==> src/rtl/smc_pkg.sv <==
// package for the per-socket mode register block: offsets, reset values,
// protocol and state codes, timing constants and the shared packed types.
// assumes a 125 MHz core clock and a host port that already framed each access.
package smc_pkg;

  // ----------------------------------------------------------------------
  // register map inside one socket block
  // ----------------------------------------------------------------------
  localparam logic [15:0] SMC_MODE_OFFSET  = 16'h0000;
  localparam logic [15:0] SMC_STATE_OFFSET = 16'h0003;
  localparam logic [7:0]  SMC_MODE_RESET   = 8'h00;
  localparam logic [7:0]  SMC_STATE_RESET  = 8'h00;
  localparam logic [7:0]  SMC_UNMAPPED_READ = 8'h00;
  localparam int          SMC_SOCKETS      = 8;

  // ----------------------------------------------------------------------
  // protocol codes held in the low nibble of the mode register
  // ----------------------------------------------------------------------
  localparam logic [3:0] SMC_PROTO_CLOSED = 4'h0;
  localparam logic [3:0] SMC_PROTO_TCP    = 4'h1;
  localparam logic [3:0] SMC_PROTO_UDP    = 4'h2;
  localparam logic [3:0] SMC_PROTO_RAW    = 4'h4;

  // ----------------------------------------------------------------------
  // socket state codes reached by the open command
  // ----------------------------------------------------------------------
  localparam logic [7:0] SMC_TCP_INITIALISED_STATE = 8'h13;
  localparam logic [7:0] SMC_DATAGRAM_OPEN_STATE   = 8'h22;
  localparam logic [7:0] SMC_RAW_OPEN_STATE        = 8'h42;

  // ----------------------------------------------------------------------
  // timing: the retry time counts in units of 0.1 ms
  // ----------------------------------------------------------------------
  localparam int SMC_CLK_PERIOD_NS      = 8;
  localparam int SMC_RETRY_UNIT_NS      = 100000;
  localparam int SMC_RETRY_UNIT_CYCLES  = (SMC_RETRY_UNIT_NS + SMC_CLK_PERIOD_NS - 1) / SMC_CLK_PERIOD_NS;

  // ----------------------------------------------------------------------
  // types
  // ----------------------------------------------------------------------
  // bit 7, bit 6, bit 5, bit 4, protocol in bits 3..0
  typedef struct packed {
    logic       mac_filter_enable;
    logic       broadcast_block;
    logic       no_delayed_ack;
    logic       single_dest_block;
    logic [3:0] protocol;
  } smc_mode_type;

  // one received packet, already classified by the receive path
  typedef struct packed {
    logic       valid;
    logic [2:0] socket_index;
    logic       broadcast;
    logic       group_dest;
    logic       own_mac;
    logic       ipv6;
  } smc_rx_type;

  typedef enum logic {
    SMC_ACK_IDLE = 1'b0,
    SMC_ACK_WAIT = 1'b1
  } smc_ack_state_type;

endpackage : smc_pkg

==> src/rtl/smc_ack_timer.sv <==
// one socket's acknowledge timer: immediate or delayed ack for tcp data.
// assumes unit_tick pulses once per 0.1 ms and segment_rx is a one-cycle pulse.
`timescale 1ns/10ps
module smc_ack_timer
  import smc_pkg::*;
(
  // clock and reset
  input  wire logic        clock,
  input  wire logic        rstn,
  input  wire logic        clk_en,
  // socket mode
  input  wire logic        tcp_mode,
  input  wire logic        no_delayed_ack,
  input  wire logic [15:0] retry_time_value,
  // events
  input  wire logic        unit_tick,
  input  wire logic        segment_rx,
  output logic             ack_send
);

  smc_ack_state_type state_q, state_d;
  logic [16:0]       cnt_q, cnt_d;
  logic              ack_q, ack_d;

  // ----------------------------------------------------------------------
  // next state
  // ----------------------------------------------------------------------
  always_comb begin
    state_d = state_q;
    cnt_d   = cnt_q;
    ack_d   = 1'b0;
    case (state_q)
      SMC_ACK_IDLE: begin
        if (tcp_mode && segment_rx) begin
          if (no_delayed_ack) begin
            ack_d = 1'b1;
          end else begin
            // hold ack back
            // one extra unit since the first tick may come at any phase
            state_d = SMC_ACK_WAIT;
            cnt_d   = {1'b0, retry_time_value} + 17'd1;
          end
        end
      end
      SMC_ACK_WAIT: begin
        if (!tcp_mode) begin
          state_d = SMC_ACK_IDLE;
        end else if (segment_rx && no_delayed_ack) begin
          ack_d   = 1'b1;
          state_d = SMC_ACK_IDLE;
        end else if (unit_tick) begin
          cnt_d = cnt_q - 17'd1;
          if (cnt_q <= 17'd1) begin
            ack_d   = 1'b1;
            state_d = SMC_ACK_IDLE;
          end
        end
      end
      default: begin
        state_d = SMC_ACK_IDLE;
      end
    endcase
  end

  // ----------------------------------------------------------------------
  // registers
  // ----------------------------------------------------------------------
  always_ff @(posedge clock) begin
    if (!rstn) begin
      state_q <= SMC_ACK_IDLE;
      cnt_q   <= 17'h00000;
      ack_q   <= 1'b0;
    end else if (clk_en) begin
      state_q <= state_d;
      cnt_q   <= cnt_d;
      ack_q   <= ack_d;
    end
  end

  assign ack_send = ack_q;

endmodule : smc_ack_timer

==> src/rtl/smc_socket_mode.sv <==
// eight socket mode registers with their receive filtering, ack timing,
// igmp version selection and open-command state decode.
// assumes the host serial framing is decoded outside: each access arrives as
// a one-cycle strobe with socket index, offset and data, in the clock domain.
`timescale 1ns/10ps

module smc_socket_mode
  import smc_pkg::*;
#(
  parameter int unsigned RETRY_TICK_CYCLES = SMC_RETRY_UNIT_CYCLES
)
(
  // clock and reset
  input  wire logic             clock,
  input  wire logic             rstn,
  input  wire logic             clk_en,
  // host register access
  input  wire logic             host_wr_en,
  input  wire logic             host_rd_en,
  input  wire logic [2:0]       host_socket_index,
  input  wire logic [15:0]      host_offset,
  input  wire logic [7:0]       host_wdata,
  output logic [7:0]            host_rdata,
  output logic                  host_rvalid,
  // socket commands
  input  wire logic             cmd_open,
  input  wire logic             cmd_close,
  input  wire logic [2:0]       cmd_socket_index,
  // receive classification
  input  wire smc_rx_type       rx_in,
  output logic                  rx_accept,
  output logic                  rx_drop,
  output logic [2:0]            rx_socket_index,
  // tcp acknowledge timing
  input  wire logic [7:0]       tcp_segment_rx,
  input  wire logic [15:0]      retry_time_value,
  output logic [7:0]            ack_send,
  // per-socket decode
  output logic [7:0]            igmp_version_select,
  output smc_mode_type [7:0]    socket_mode_reg
);

  smc_mode_type [7:0] mode_q, mode_d;
  logic [7:0]         state_q [SMC_SOCKETS];
  logic [7:0]         state_d [SMC_SOCKETS];
  logic [7:0]         rdata_q, rdata_d;
  logic               rvalid_q, rvalid_d;
  logic               accept_q, accept_d;
  logic               drop_q, drop_d;
  logic [2:0]         rx_sock_q, rx_sock_d;
  logic [7:0]         igmp_q, igmp_d;
  logic [15:0]        tick_cnt_q, tick_cnt_d;
  logic               unit_tick;

  // ----------------------------------------------------------------------
  // receive acceptance for one packet against one socket's mode
  // ----------------------------------------------------------------------
  function automatic logic rx_pass(input smc_mode_type m, input smc_rx_type r);
    logic unicast;
    logic pass;
    unicast = !r.broadcast && !r.group_dest;
    pass    = 1'b0;
    case (m.protocol)
      SMC_PROTO_TCP: begin
        pass = unicast;
      end
      SMC_PROTO_UDP: begin
        pass = 1'b1;
        if (r.broadcast && m.broadcast_block) pass = 1'b0;
        if (r.group_dest && !m.mac_filter_enable) pass = 1'b0;
        if (unicast && m.mac_filter_enable && m.single_dest_block) pass = 1'b0;
      end
      SMC_PROTO_RAW: begin
        pass = 1'b1;
        if (m.mac_filter_enable && !(r.broadcast || r.own_mac)) pass = 1'b0;
        if (r.broadcast && m.broadcast_block) pass = 1'b0;
        if (r.group_dest && m.no_delayed_ack) pass = 1'b0;
        if (r.ipv6 && m.single_dest_block) pass = 1'b0;
      end
      default: begin
        // closed or undefined protocol receives nothing
        pass = 1'b0;
      end
    endcase
    return pass;
  endfunction : rx_pass

  // ----------------------------------------------------------------------
  // mode and socket state registers
  // ----------------------------------------------------------------------
  always_comb begin
    mode_d = mode_q;
    for (int s = 0; s < SMC_SOCKETS; s++) begin
      state_d[s] = state_q[s];
    end
    if (host_wr_en && host_offset == SMC_MODE_OFFSET) begin
      mode_d[host_socket_index] = smc_mode_type'(host_wdata);
    end
    if (cmd_close) begin
      state_d[cmd_socket_index] = SMC_STATE_RESET;
    end else if (cmd_open) begin
      case (mode_q[cmd_socket_index].protocol)
        SMC_PROTO_TCP: state_d[cmd_socket_index] = SMC_TCP_INITIALISED_STATE;
        SMC_PROTO_UDP: state_d[cmd_socket_index] = SMC_DATAGRAM_OPEN_STATE;
        SMC_PROTO_RAW: state_d[cmd_socket_index] = SMC_RAW_OPEN_STATE;
        default:       state_d[cmd_socket_index] = state_q[cmd_socket_index];
      endcase
    end
  end

  always_ff @(posedge clock) begin
    if (!rstn) begin
      mode_q <= {SMC_SOCKETS{SMC_MODE_RESET}};
      for (int s = 0; s < SMC_SOCKETS; s++) begin
        state_q[s] <= SMC_STATE_RESET;
      end
    end else if (clk_en) begin
      mode_q <= mode_d;
      for (int s = 0; s < SMC_SOCKETS; s++) begin
        state_q[s] <= state_d[s];
      end
    end
  end

  // ----------------------------------------------------------------------
  // host read path
  // ----------------------------------------------------------------------
  always_comb begin
    rvalid_d = host_rd_en;
    rdata_d  = rdata_q;
    if (host_rd_en) begin
      if (host_offset == SMC_MODE_OFFSET) begin
        rdata_d = mode_q[host_socket_index];
      end else if (host_offset == SMC_STATE_OFFSET) begin
        rdata_d = state_q[host_socket_index];
      end else begin
        rdata_d = SMC_UNMAPPED_READ;
      end
    end
  end

  always_ff @(posedge clock) begin
    if (!rstn) begin
      rdata_q  <= SMC_UNMAPPED_READ;
      rvalid_q <= 1'b0;
    end else if (clk_en) begin
      rdata_q  <= rdata_d;
      rvalid_q <= rvalid_d;
    end
  end

  // ----------------------------------------------------------------------
  // receive filter result
  // ----------------------------------------------------------------------
  always_comb begin
    accept_d  = 1'b0;
    drop_d    = 1'b0;
    rx_sock_d = rx_sock_q;
    if (rx_in.valid) begin
      rx_sock_d = rx_in.socket_index;
      accept_d  = rx_pass(mode_q[rx_in.socket_index], rx_in);
      drop_d    = !accept_d;
    end
  end

  always_ff @(posedge clock) begin
    if (!rstn) begin
      accept_q  <= 1'b0;
      drop_q    <= 1'b0;
      rx_sock_q <= 3'h0;
    end else if (clk_en) begin
      accept_q  <= accept_d;
      drop_q    <= drop_d;
      rx_sock_q <= rx_sock_d;
    end
  end

  // ----------------------------------------------------------------------
  // 0.1 ms tick shared by all ack timers
  // ----------------------------------------------------------------------
  assign unit_tick = (tick_cnt_q == 16'(RETRY_TICK_CYCLES - 1));

  always_comb begin
    tick_cnt_d = unit_tick ? 16'h0000 : tick_cnt_q + 16'h0001;
  end

  always_ff @(posedge clock) begin
    if (!rstn) begin
      tick_cnt_q <= 16'h0000;
    end else if (clk_en) begin
      tick_cnt_q <= tick_cnt_d;
    end
  end

  // ----------------------------------------------------------------------
  // per-socket ack timers and igmp version decode
  // ----------------------------------------------------------------------
  // a pending delayed ack is not restarted by later segments, so the peer
  // never waits more than one retry time plus one unit
  for (genvar g = 0; g < SMC_SOCKETS; g++) begin : g_sock
    smc_ack_timer smc_ack_timer_inst (
      .clock            (clock),
      .rstn             (rstn),
      .clk_en           (clk_en),
      .tcp_mode         (mode_q[g].protocol == SMC_PROTO_TCP),
      .no_delayed_ack   (mode_q[g].no_delayed_ack),
      .retry_time_value (retry_time_value),
      .unit_tick        (unit_tick),
      .segment_rx       (tcp_segment_rx[g]),
      .ack_send         (ack_send[g])
    );

    assign igmp_d[g] = (mode_q[g].protocol == SMC_PROTO_UDP) && mode_q[g].mac_filter_enable
                       && mode_q[g].no_delayed_ack;
  end

  always_ff @(posedge clock) begin
    if (!rstn) begin
      igmp_q <= 8'h00;
    end else if (clk_en) begin
      igmp_q <= igmp_d;
    end
  end

  // ----------------------------------------------------------------------
  // outputs
  // ----------------------------------------------------------------------
  assign host_rdata          = rdata_q;
  assign host_rvalid         = rvalid_q;
  assign rx_accept           = accept_q;
  assign rx_drop             = drop_q;
  assign rx_socket_index     = rx_sock_q;
  assign igmp_version_select = igmp_q;
  assign socket_mode_reg     = mode_q;

endmodule : smc_socket_mode

==> config.mk <==
export PLATFORM = sky130hd
export DESIGN_NAME = smc_socket_mode
export DESIGN_NICKNAME = d
export VERILOG_FILES = /design/src/rtl/smc_pkg.sv /design/src/rtl/smc_ack_timer.sv /design/src/rtl/smc_socket_mode.sv
export SDC_FILE = /design/constraint.sdc
export NUM_CORES = 1
export LEC_CHECK = 0
export ABC_AREA = 1
export BUFFER_PORTS_ARGS = -buffer_cell sky130_fd_sc_hd__buf_2
export CORE_MARGIN = 5
export CORE_UTILIZATION = 25
export CTS_BUF_LIST = sky130_fd_sc_hd__clkbuf_8
export CTS_CLUSTER_DIAMETER = 30
export DETAILED_ROUTE_END_ITERATION = 7
export PLACE_DENSITY = 0.45
export SYNTH_ARGS = -nofsm -noshare
export SYNTH_HDL_FRONTEND = slang
export SYNTH_SLANG_ARGS = --single-unit
==> constraint.sdc <==
create_clock -name clock -period 2.7 [get_ports clock]
set_input_delay 0.135 -clock clock [delete_from_list [all_inputs] [get_ports clock]]
set_output_delay 0.135 -clock clock [all_outputs]
set_load 0.01 [all_outputs]
==> out/results.tsv, run 1 <==
stage	metric	value	unit
outcome	status	complete, no violations	
worst_hold_path	hold crit path type	primary input to flop	
pwr	Max rail drop VDD	0.341	mV
die	Die W	294	um
cts	H-tree level count	3	
cts	CTS sink cnt	318	
die	IO Pins	163	
placed_design	# port buffers	162	
die	Initial Utilization	25.1	%
sta	Worst-Margin Slew	792	ps
layout	Nets	3487	
layout	share of cells above drive strength 1	14.2	%
drt	number of remaining DRC errors	0	
yosys	top post-synthesis cells by area	dfxtp_1, nand2_1, edfxtp_1	
yosys	post-synthesis register bit count	318	
die	Die ar.	86300	sq um
layout	Post-Layout Cell Count	4547	
placed_design	DP Worst Slack	311	ps
drt	DR vias/cell	4.96	
yosys	sequential area share after synthesis	34.8	%
cts	clock latency at the later pin of the worst-skew pair	720	ps
pwr	P_leak	11.1	nW
cts	Root Buffer Master	clkbuf_8	
setup_path	crit-path max FO	4	
global_route	first-pass GRT wire length	132000	um
setup_path	CP cell instances	dlygate4sd3_1 > buf_2 > nand2_1 > dlygate4sd3_1 > nor2_1 > dlygate4sd3_1 > nand3b_1 > dlygate4sd3_1 > a21oi_1	
drt	remaining antenna violation count	0	
setup_path	CP startpoint kind	primary input	
sta	fmax	409	MHz
yosys	yosys warns	0	
yosys	Syn Inst Count	3132	
setup_path	slowest library cell on the worst path	dlygate4sd3_1	
setup_path	element type at the critical path end	flop	
cts	total CTS buffers	106	
die	Core ar.	80200	sq um
sta	setup TNS	0	ps
setup_path	CP required	3320	ps
yosys	Post-synth EDFFs	64	
layout	post-route cell area	25200	sq um
drt	routed len/inst	19.2	um
drt	DR iter-0 viols	2024	
yosys	Syn Area/Cell	6.43	sq um
yosys	share of flip-flops with an asynchronous set or reset	0	%
yosys	Unique masters post-synth	53	
placed_design	hpwl dp	62000	um
sta	Period minus WS final	2440	ps
cts	clock tree buffer depth	3	
drt	total vias in the final route	22500	
drt	Routed WL	87300	um
setup_path	Largest stage delay, worst path	640	ps
job	number of max-cap violations	0	
sta	setup ws final	258	ps
die	Die H	294	um
sta	Tcrit/Tclk final	90.5	%
sta	clk_skew	41.4	ps
global_route	largest net degree at the start of global routing	50	
cts	quantity of gates resized following cts	0	
placed_design	Placed Cells	4324	
global_route	vias in the first global route	21300	
placed_design	placed cell area	22600	sq um
yosys	ys flop type	dfxtp_1	
pwr	power per standard cell area	572	nW/um^2
global_route	GRT Total Usage	19.5	%
die	number of core rows	104	
sta	Final Setup Violations	0	
global_route	initial antenna violation count	8	
sta	Final Slew Violations	0	
sta	Slew headroom	46.8	%
layout	Area Overhead vs Synth	25.0	%
setup_path	most used cell, CP	dlygate4sd3_1	
setup_path	Setup Crit Path Kind	primary input to flop	
drt	Pre-antenna DRT Iters	6	
yosys	top cell type's share of synthesized area	25.3	%
sta	Final Hold Vio Count	0	
global_route	grt ovf	0	
setup_path	crit path DAT	3060	ps
layout	Largest register FFs	136	
placed_design	GPL Wtd Cong	0.886	
pwr	Power, Total	14.4	mW
layout	Filler cells	9011	
cts	CTS clock-pin slew for the worst setup and hold paths	50	ps
yosys	synthesized cell area	20100	sq um
sta	RSZ-0062 raised after global routing	no	
yosys	Yosys top cell by area	dfxtp_1	
cts	CTS tree	built	
yosys	syn nets	3219	
## report_power, final
group          switching [mW]  leakage [nW]  internal (mW)
clock network            3.01          1.26           4.79
logic                    1.05          7.07          0.463
registers              0.0952          2.75           4.99
total                    4.15          11.1           10.2
## worst paths after layout
path,slack [ps],cells past startpoint,from,endpoint
setup / recovery,260,9,retry_time_value[13],g_sock[0].smc_ack_timer_inst.cnt_q[16]
hold / removal,90,6,host_offset[1],host_rdata[7]
setup reg to reg,320,10,tick_cnt_q[0],g_sock[1].smc_ack_timer_inst.cnt_q[3]
hold reg to reg,460,2,g_sock[1].smc_ack_timer_inst.cnt_q[15],g_sock[1].smc_ack_timer_inst.cnt_q[15]
## synth_stat cells, types with 2 or more instances
cell,instances
nand3_1,184
nor3b_1,2
nor2_2,8
a21oi_1,379
or2_2,10
clkbuf_1,101
nand2_2,8
buf_4,22
o21ai_1,2
a211oi_1,16
edfxtp_1,64
o211ai_1,47
xor2_1,37
inv_2,7
a22oi_1,6
o31ai_1,5
nand3b_1,7
nor3_2,2
o2111ai_1,4
xnor2_1,25
nand4_1,42
nor2_4,3
o22ai_1,33
o21ai_0,331
buf_1,7
nor4_1,12
ha_1,18
clkinv_1,5
nand2_1,732
nor3_1,58
a21boi_0,2
o21a_1,2
dfxtp_1,254
a31oi_1,4
buf_2,22
inv_1,297
a221oi_1,3
nor2_1,356
## worst max-delay path, delay by kind of cell
family	cells	cell delay, ps
buffers and inverters	5	2420
AO/OA/AOI/OAI	1	130
AND/OR/NAND/NOR	3	380
## routing by layer
layer  vias up  track usage, %  part of all wire, %
li1      11100               -                    -
met1     10500            26.9                   46
met2       837            31.0                   44
met3       169            3.56                  6.7
met4         0            6.46                  3.2
met5         -               0                    0
## stage by stage
step | utilization (%) | hold slack [ps]
after floorplan | - | 344
after global placement | 28.2 | 456
after detailed placement | 28.2 | 456
after CTS | 31.4 | 14.3
after global routing | 31.4 | 78.6
final | 31.4 | 89.1
## cell usage in the layout, fill, tap and decap left out, types with 6 or more instances in the layout
cell,instances
clkinv_1,7
edfxtp_1,64
xor2_1,37
clkbuf_8,128
inv_2,6
buf_4,116
a21oi_1,379
o211ai_1,47
a211oi_1,16
inv_1,324
a22oi_1,6
nor3_1,58
nor4_1,12
nand2_2,9
nand4_1,42
buf_12,8
nor2_2,8
dfxtp_1,254
nand3_1,184
or2_2,10
nor2_1,356
nand3b_1,7
o22ai_1,33
nand2_1,731
buf_2,161
clkinv_2,17
xnor2_1,25
clkinvlp_4,7
dlygate4sd3_1,28
ha_1,18
o21ai_0,331
## kinds of logic after synthesis
logic type	after synthesis	share of synthesized area [%]
adder cells (fa/ha/maj)	18	1.12
XOR/XNOR	64	2.86
buffers and inverters	463	9.23
flip-flops	318	34.8
AO/OA/AOI/OAI	840	22.4
AND/OR/NAND/NOR	1429	29.6
## cell type report
| class | count | area [sq um] | area share (%) |
|---|---|---|---|
| Clock buffer | 128 | 1760 | 7.00 |
| Antenna cell | 2 | 5.00 | 0.0199 |
| Clock inverter | 65 | 504 | 2.00 |
| Timing Repair Buffer | 313 | 2120 | 8.41 |
| Inverter | 310 | 1170 | 4.64 |
| Sequential cell | 318 | 7010 | 27.8 |
| Multi-Input combinational cell | 2351 | 11300 | 44.8 |
| Tap cell | 1060 | 1330 | 5.27 |
## repair_timing
action / CTS / global route
endpoints found under the hold margin: 99 / 0
buffers inserted: 0 / 0
hold buffers: 28 / 0
Note: power is estimated with default switching activity, not from simulation.
==> inputs of run 2 (changes only) <==
--- a/config.mk
+++ b/config.mk
@@ -5,7 +5,6 @@
 export SDC_FILE = /design/constraint.sdc
 export NUM_CORES = 1
 export LEC_CHECK = 0
-export ABC_AREA = 1
 export BUFFER_PORTS_ARGS = -buffer_cell sky130_fd_sc_hd__buf_2
 export CORE_MARGIN = 5
 export CORE_UTILIZATION = 25
==> run 2 against run 1 <==
Critical path depth decreased by 1; via count decreased by 12%; synthesized cell count decreased by 27%; critical endpoint is now g_sock[1].smc_ack_timer_inst.cnt_q[9]; combinational power decreased by 31%; highest routed layer unchanged; die area decreased by 4.0%; largest cell class unchanged; worst setup slack got worse by 170 ps; sequential share of layout area increased by 0.73 points; power decreased by 2.6%; register-to-register slack got worse by 230 ps.
==> out/results.tsv, run 2 <==
stage	metric	value	unit
outcome	status	complete, no violations	
drt	number of remaining DRC errors	0	
layout	Nets	2651	
setup_path	RR Startpoint	socket_mode_reg[8]	
cts	H-tree level count	3	
yosys	synthesized cell area	19300	sq um
drt	routed len/inst	21.1	um
drt	total vias in the final route	19800	
setup_path	reg2reg path depth	8	
sta	Worst-Margin Slew	982	ps
drt	Routed WL	78000	um
worst_hold_path	HP Start	rx_in[3]	
yosys	Syn Inst Count	2300	
yosys	top post-synthesis cells by area	dfxtp_1, edfxtp_1, mux4_2	
yosys	post-synthesis register bit count	318	
yosys	Unique masters post-synth	87	
pwr	P_leak	9.47	nW
sta	Tcrit/Tclk final	96.8	%
cts	Root Buffer Master	clkbuf_8	
die	Initial Utilization	25.0	%
placed_design	# port buffers	162	
layout	Largest register FFs	136	
yosys	Yosys top cell by area	dfxtp_1	
global_route	grt ovf	0	
sta	fmax	382	MHz
layout	share of cells above drive strength 1	23.0	%
yosys	count leader, synth	nand2_1	
layout	sequential cell area	7010	sq um
global_route	initial antenna violation count	5	
sta	RSZ-0062 raised after global routing	no	
yosys	top cell type's share of synthesized area	26.3	%
yosys	share of flip-flops with an asynchronous set or reset	0	%
layout	Filler cells	8181	
layout	commonest non-fill, non-tap cell in the layout	nand2_1	
yosys	ys flop type	dfxtp_1	
cts	CTS sink cnt	318	
cts	clock tree buffer depth	3	
setup_path	crit-path max FO	17	
setup_path	crit path DAT	3150	ps
drt	DR iter-0 viols	1481	
die	Die H	288	um
global_route	largest net degree at the start of global routing	86	
layout	most frequent cells in the layout	nand2_1, dfxtp_1, nor2_1, a21oi_1, buf_2	
setup_path	CP startpoint kind	flop	
die	Die ar.	82900	sq um
cts	clock latency at the later pin of the worst-skew pair	700	ps
sta	Final Setup Violations	0	
cts	Setup Fix Bufs, Post-CTS	0	
worst_hold_path	hold crit path type	primary input to flop	
pwr	power per standard cell area	572	nW/um^2
cts	total CTS buffers	95	
die	IO Pins	163	
yosys	Syn Area/Cell	8.39	sq um
cts	CTS tree	built	
global_route	first-pass GRT wire length	118000	um
sta	Slew headroom	34.6	%
yosys	yosys warns	0	
yosys	syn nets	2387	
layout	Post-Layout Cell Count	3687	
setup_path	CP required	3230	ps
placed_design	hpwl dp	54000	um
yosys	top cells by count, synth	nand2_1, dfxtp_1, nor2_1	
drt	Pre-antenna DRT Iters	6	
setup_path	slowest library cell on the worst path	nor4_1	
setup_path	R2R Path End	g_sock[1].smc_ack_timer_inst.cnt_q[9]	
drt	remaining antenna violation count	0	
worst_hold_path	Worst Hold Path EP	rx_drop	
sta	clk_skew	50.6	ps
yosys	Post-synth EDFFs	64	
sta	Final Slew Violations	0	
placed_design	GPL Wtd Cong	0.908	
cts	CTS clock-pin slew for the worst setup and hold paths	60	ps
die	Core ar.	77100	sq um
die	Die W	288	um
sta	setup TNS	0	ps
worst_hold_path	WHS Path Cells	5	
die	number of core rows	102	
global_route	GRT Total Usage	18.2	%
sta	Final Hold Vio Count	0	
sta	Period minus WS final	2610	ps
layout	area used by multi-input combinational logic	11400	sq um
pwr	Max rail drop VDD	0.378	mV
drt	DR vias/cell	5.37	
placed_design	Placed Cells	3486	
setup_path	Largest stage delay, worst path	690	ps
setup_path	element type at the critical path end	flop	
yosys	sequential area share after synthesis	36.3	%
setup_path	CP cell instances	buf_4 > nand2_1 > nor4_1 > buf_4 > nand2_1 > or2_2 > o21ai_0 > a21oi_1	
setup_path	flop-to-flop setup slack	90	ps
job	number of max-cap violations	0	
setup_path	Setup Crit Path Kind	flop to flop	
global_route	vias in the first global route	19400	
setup_path	Setup crit start	socket_mode_reg[8]	
layout	Area Overhead vs Synth	27.0	%
run 2: worst max path at each step:
stage,cells after the start,end,slack [ps]
after floorplan,5,state_q[0][0],140
after global placement,8,g_sock[7].smc_ack_timer_inst.cnt_q[9],70
after detailed placement,8,g_sock[7].smc_ack_timer_inst.cnt_q[16],6
after CTS,6,g_sock[6].smc_ack_timer_inst.cnt_q[8],90
after global routing,7,state_q[3][0],8
final,8,g_sock[1].smc_ack_timer_inst.cnt_q[9],90
run 2: logic make-up after synthesis:
logic type / count (synthesis) / synth area share [%]
AND/OR/NAND/NOR: 875 / 22.3
AO/OA/AOI/OAI: 679 / 22.5
flip-flops: 318 / 36.3
buffers and inverters: 220 / 4.71
multiplexers: 159 / 11.6
XOR/XNOR: 31 / 1.41
adder cells (fa/ha/maj): 18 / 1.17
run 2: per-stage QoR:
| step | cell area (sq um) | utilization [%] | hold slack (ps) | total power, mW | setup WS (ps) |
|---|---|---|---|---|---|
| after floorplan | 19300 | - | 274 | 5.65 | 139 |
| after global placement | 22100 | 28.6 | 457 | 6.13 | 67.7 |
| after detailed placement | 22100 | 28.6 | 463 | 6.14 | 6.32 |
| after CTS | 24500 | 31.8 | 11.7 | 14.2 | 93.2 |
| after global routing | 24500 | 31.8 | 60.3 | 14.6 | 8.29 |
| final | 24500 | 31.8 | 63.6 | 14.0 | 85.3 |
run 2: worst max-delay path: cells and delay by family, from the launching register on:
| family | cells | cell delay (ps) |
|---|---|---|
| flops | 1 | 360 |
| buf+inv | 2 | 450 |
| simple gates | 4 | 1320 |
| compound gates | 2 | 310 |
run 2: cell type report:
cell class / count / share of cell area [%]
diodes: 3 / 0.0306
multi-input cells: 1762 / 46.7
repair buffers: 346 / 9.68
clock inverters: 67 / 2.93
clock buffers: 110 / 6.17
flip-flops and latches: 318 / 28.6
inverters: 41 / 0.648
well taps: 1040 / 5.31
run 2: per-layer routing:
metal | up-vias | track usage [%] | wire, um
li1 | 9226 | - | -
met1 | 9592 | 24.3 | 34800
met2 | 802 | 27.8 | 33800
met3 | 189 | 5.17 | 6170
met4 | 0 | 7.36 | 3190
met5 | - | 0 | 0
run 2: what timing repair did:
action | in CTS | in global routing
hold endpoints to repair | 104 | 0
setup endpoints to repair | 3 | 2
hold buffers | 21 | 0
resized for setup | 1 | 2
run 2: report_power, final:
part           total [mW]  switching [mW]  internal (mW)
clock network        7.94            2.85           5.08
logic                1.04           0.664          0.380
registers            5.04          0.0793           4.96
==> inputs of run 3 (changes only) <==
--- a/config.mk
+++ b/config.mk
@@ -11,7 +11,7 @@
 export CTS_BUF_LIST = sky130_fd_sc_hd__clkbuf_8
 export CTS_CLUSTER_DIAMETER = 30
 export DETAILED_ROUTE_END_ITERATION = 7
-export PLACE_DENSITY = 0.45
+export PLACE_DENSITY = 0.44
 export SYNTH_ARGS = -nofsm -noshare
 export SYNTH_HDL_FRONTEND = slang
 export SYNTH_SLANG_ARGS = --single-unit
==> constraint.sdc (replaced) <==
create_clock -name clock -period 2.5 [get_ports clock]
set_input_delay 0.125 -clock clock [delete_from_list [all_inputs] [get_ports clock]]
set_output_delay 0.125 -clock clock [all_outputs]
set_load 0.01 [all_outputs]
==> run 3 against run 2 <==
Non-clock buffer count up 64; die area did not move; cell count rose by 1.7%; via count grew 0.38%; global-route usage about the same; fmax increased by 6.6%; clock skew is 31 ps higher; worst hold slack better by 5.3 ps; critical path type unchanged; critical endpoint is now g_sock[7].smc_ack_timer_inst.cnt_q[14]; largest cell class unchanged.
==> out/results.tsv, run 3 (synthesis gave the netlist of run 2 again) <==
stage	metric	value	unit
worst_hold_path	hold crit path type	primary input to flop	
cts	CTS sink cnt	318	
global_route	first-pass GRT wire length	118000	um
global_route	met1 Use GR	25.4	%
drt	number of remaining DRC errors	0	
global_route	grt ovf	0	
die	Die ar.	82900	sq um
layout	Post-Layout Cell Count	3748	
drt	total vias in the final route	19900	
cts	H-tree level count	3	
die	Initial Utilization	25.0	%
layout	Area Overhead vs Synth	30.8	%
sta	Final Slew Violations	0	
layout	Largest register FFs	136	
global_route	initial antenna violation count	5	
global_route	routing usage on met3	4.48	%
layout	Nets	2715	
pwr	Power, Total	15.9	mW
drt	DR iter-0 viols	1565	
cts	clock tree buffer depth	3	
outcome	status	complete, no violations	
placed_design	# port buffers	162	
setup_path	crit-path max FO	6	
die	Die W	288	um
global_route	M2 GR Usage	27.6	%
cts	total CTS buffers	95	
sta	Slew headroom	37.7	%
cts	CTS tree	built	
global_route	GRT Total Usage	18.2	%
cts	CTS clock-pin slew for the worst setup and hold paths	50	ps
sta	RSZ-0062 raised after global routing	yes	
sta	Period minus WS final	2450	ps
drt	remaining antenna violation count	0	
cts	clock latency at the later pin of the worst-skew pair	710	ps
layout	share of cells above drive strength 1	25.2	%
placed_design	hpwl dp	54500	um
sta	setup TNS	0	ps
cts	Root Buffer Master	clkbuf_8	
die	Die H	288	um
global_route	vias in the first global route	19000	
placed_design	Placed Cells	3545	
die	Core ar.	77100	sq um
placed_design	GPL Wtd Cong	0.866	
setup_path	element type at the critical path end	flop	
setup_path	crit path DAT	3030	ps
job	number of max-cap violations	0	
sta	hold_ws	69.0	ps
setup_path	CP startpoint kind	flop	
pwr	P_leak	9.89	nW
drt	DR vias/cell	5.31	
layout	most frequent cells in the layout	nand2_1, dfxtp_1, buf_4, nor2_1, a21oi_1	
sta	Final Setup Violations	0	
setup_path	Setup Crit Path Kind	flop to flop	
pwr	Max rail drop VDD	0.539	mV
global_route	largest net degree at the start of global routing	101	
die	IO Pins	163	
sta	fmax	408	MHz
pwr	power per standard cell area	631	nW/um^2
sta	Worst-Margin Slew	934	ps
drt	Pre-antenna DRT Iters	5	
die	number of core rows	102	
drt	routed len/inst	20.9	um
drt	Routed WL	78300	um
setup_path	CP required	3080	ps
sta	Final Hold Vio Count	0	
layout	commonest non-fill, non-tap cell in the layout	nand2_1	
layout	Filler cells	8182	
sta	Tcrit/Tclk final	98.1	%
sta	clk_skew	81.5	ps
global_route	GRT busiest layer	met2	
cts	Setup Fix Bufs, Post-CTS	0	
==> run 3: changes by cell type in the layout (fill, tap and decap cells not counted), moves of 3 or more <==
| cell | delta |
|---|---|
| clkinv_2 | +3 |
| bufinv_16 | +7 |
| nor4_1 | -5 |
| inv_1 | -6 |
| nor4_2 | +3 |
| buf_4 | +58 |
| clkinvlp_4 | -9 |
| dlygate4sd3_1 | +5 |
| inv_12 | +3 |
==> run 3: worst max-delay path, stage by stage (launching register included) <==
cell	delay, ps
dfxtp_1	320
or4_4	560
or3_4	380
or2_4	270
or3_4	330
and3_1	190
o31a_1	280
==> run 3: report_power, final <==
part	total, mW	internal, mW	switching [mW]
Sequential	5.43	5.35	0.0790
Clock	9.34	6.21	3.13
Combinational	1.15	0.427	0.726
==> run 3: worst paths after layout <==
kind / from / endpoint / slack (ps) / cells past startpoint
max reg2reg: g_sock[7].smc_ack_timer_inst.cnt_q[4] / g_sock[7].smc_ack_timer_inst.cnt_q[14] / 50 / 6
min: retry_time_value[11] / g_sock[2].smc_ack_timer_inst.cnt_q[11] / 70 / 5
max: g_sock[7].smc_ack_timer_inst.cnt_q[4] / g_sock[7].smc_ack_timer_inst.cnt_q[14] / 50 / 6
min reg2reg: g_sock[7].smc_ack_timer_inst.ack_send / g_sock[7].smc_ack_timer_inst.ack_send / 470 / 2
==> run 3: what timing repair did <==
item / 4_1_cts / 5_1_grt
endpoints found under the hold margin: 114 / 0
resized for setup: 2 / 17
pin swaps: 0 / 2
hold buffers: 26 / 0
setup endpoints to repair: 12 / 74
==> run 3: final cells by class <==
| cell class | instances | area, sq um | area share (%) |
|---|---|---|---|
| Antenna cell | 4 | 10.0 | 0.0396 |
| Clock buffer | 110 | 1510 | 5.99 |
| Multi-Input combinational cell | 1762 | 11500 | 45.6 |
| Tap cell | 1040 | 1300 | 5.15 |
| Clock inverter | 63 | 875 | 3.46 |
| Inverter | 41 | 159 | 0.629 |
| Sequential cell | 318 | 7010 | 27.7 |
| Timing Repair Buffer | 410 | 2880 | 11.4 |
==> run 3: per-stage QoR <==
stage	area [sq um]	utilization (%)	setup WS, ps
finish	25300	32.8	46.5
global route	25300	32.8	-8.02
CTS	25200	32.7	2.95
detailed placement	22500	29.2	-2.47
global placement	22500	29.2	-28.4
floorplan	19300	-	79.1
==> run 3: metal layers <==
metal | vias to the layer above | part of all wire (%)
met4 | 0 | 3.2
li1 | 9330 | -
met5 | - | 0
met3 | 147 | 7.7
met2 | 753 | 43
met1 | 9654 | 46
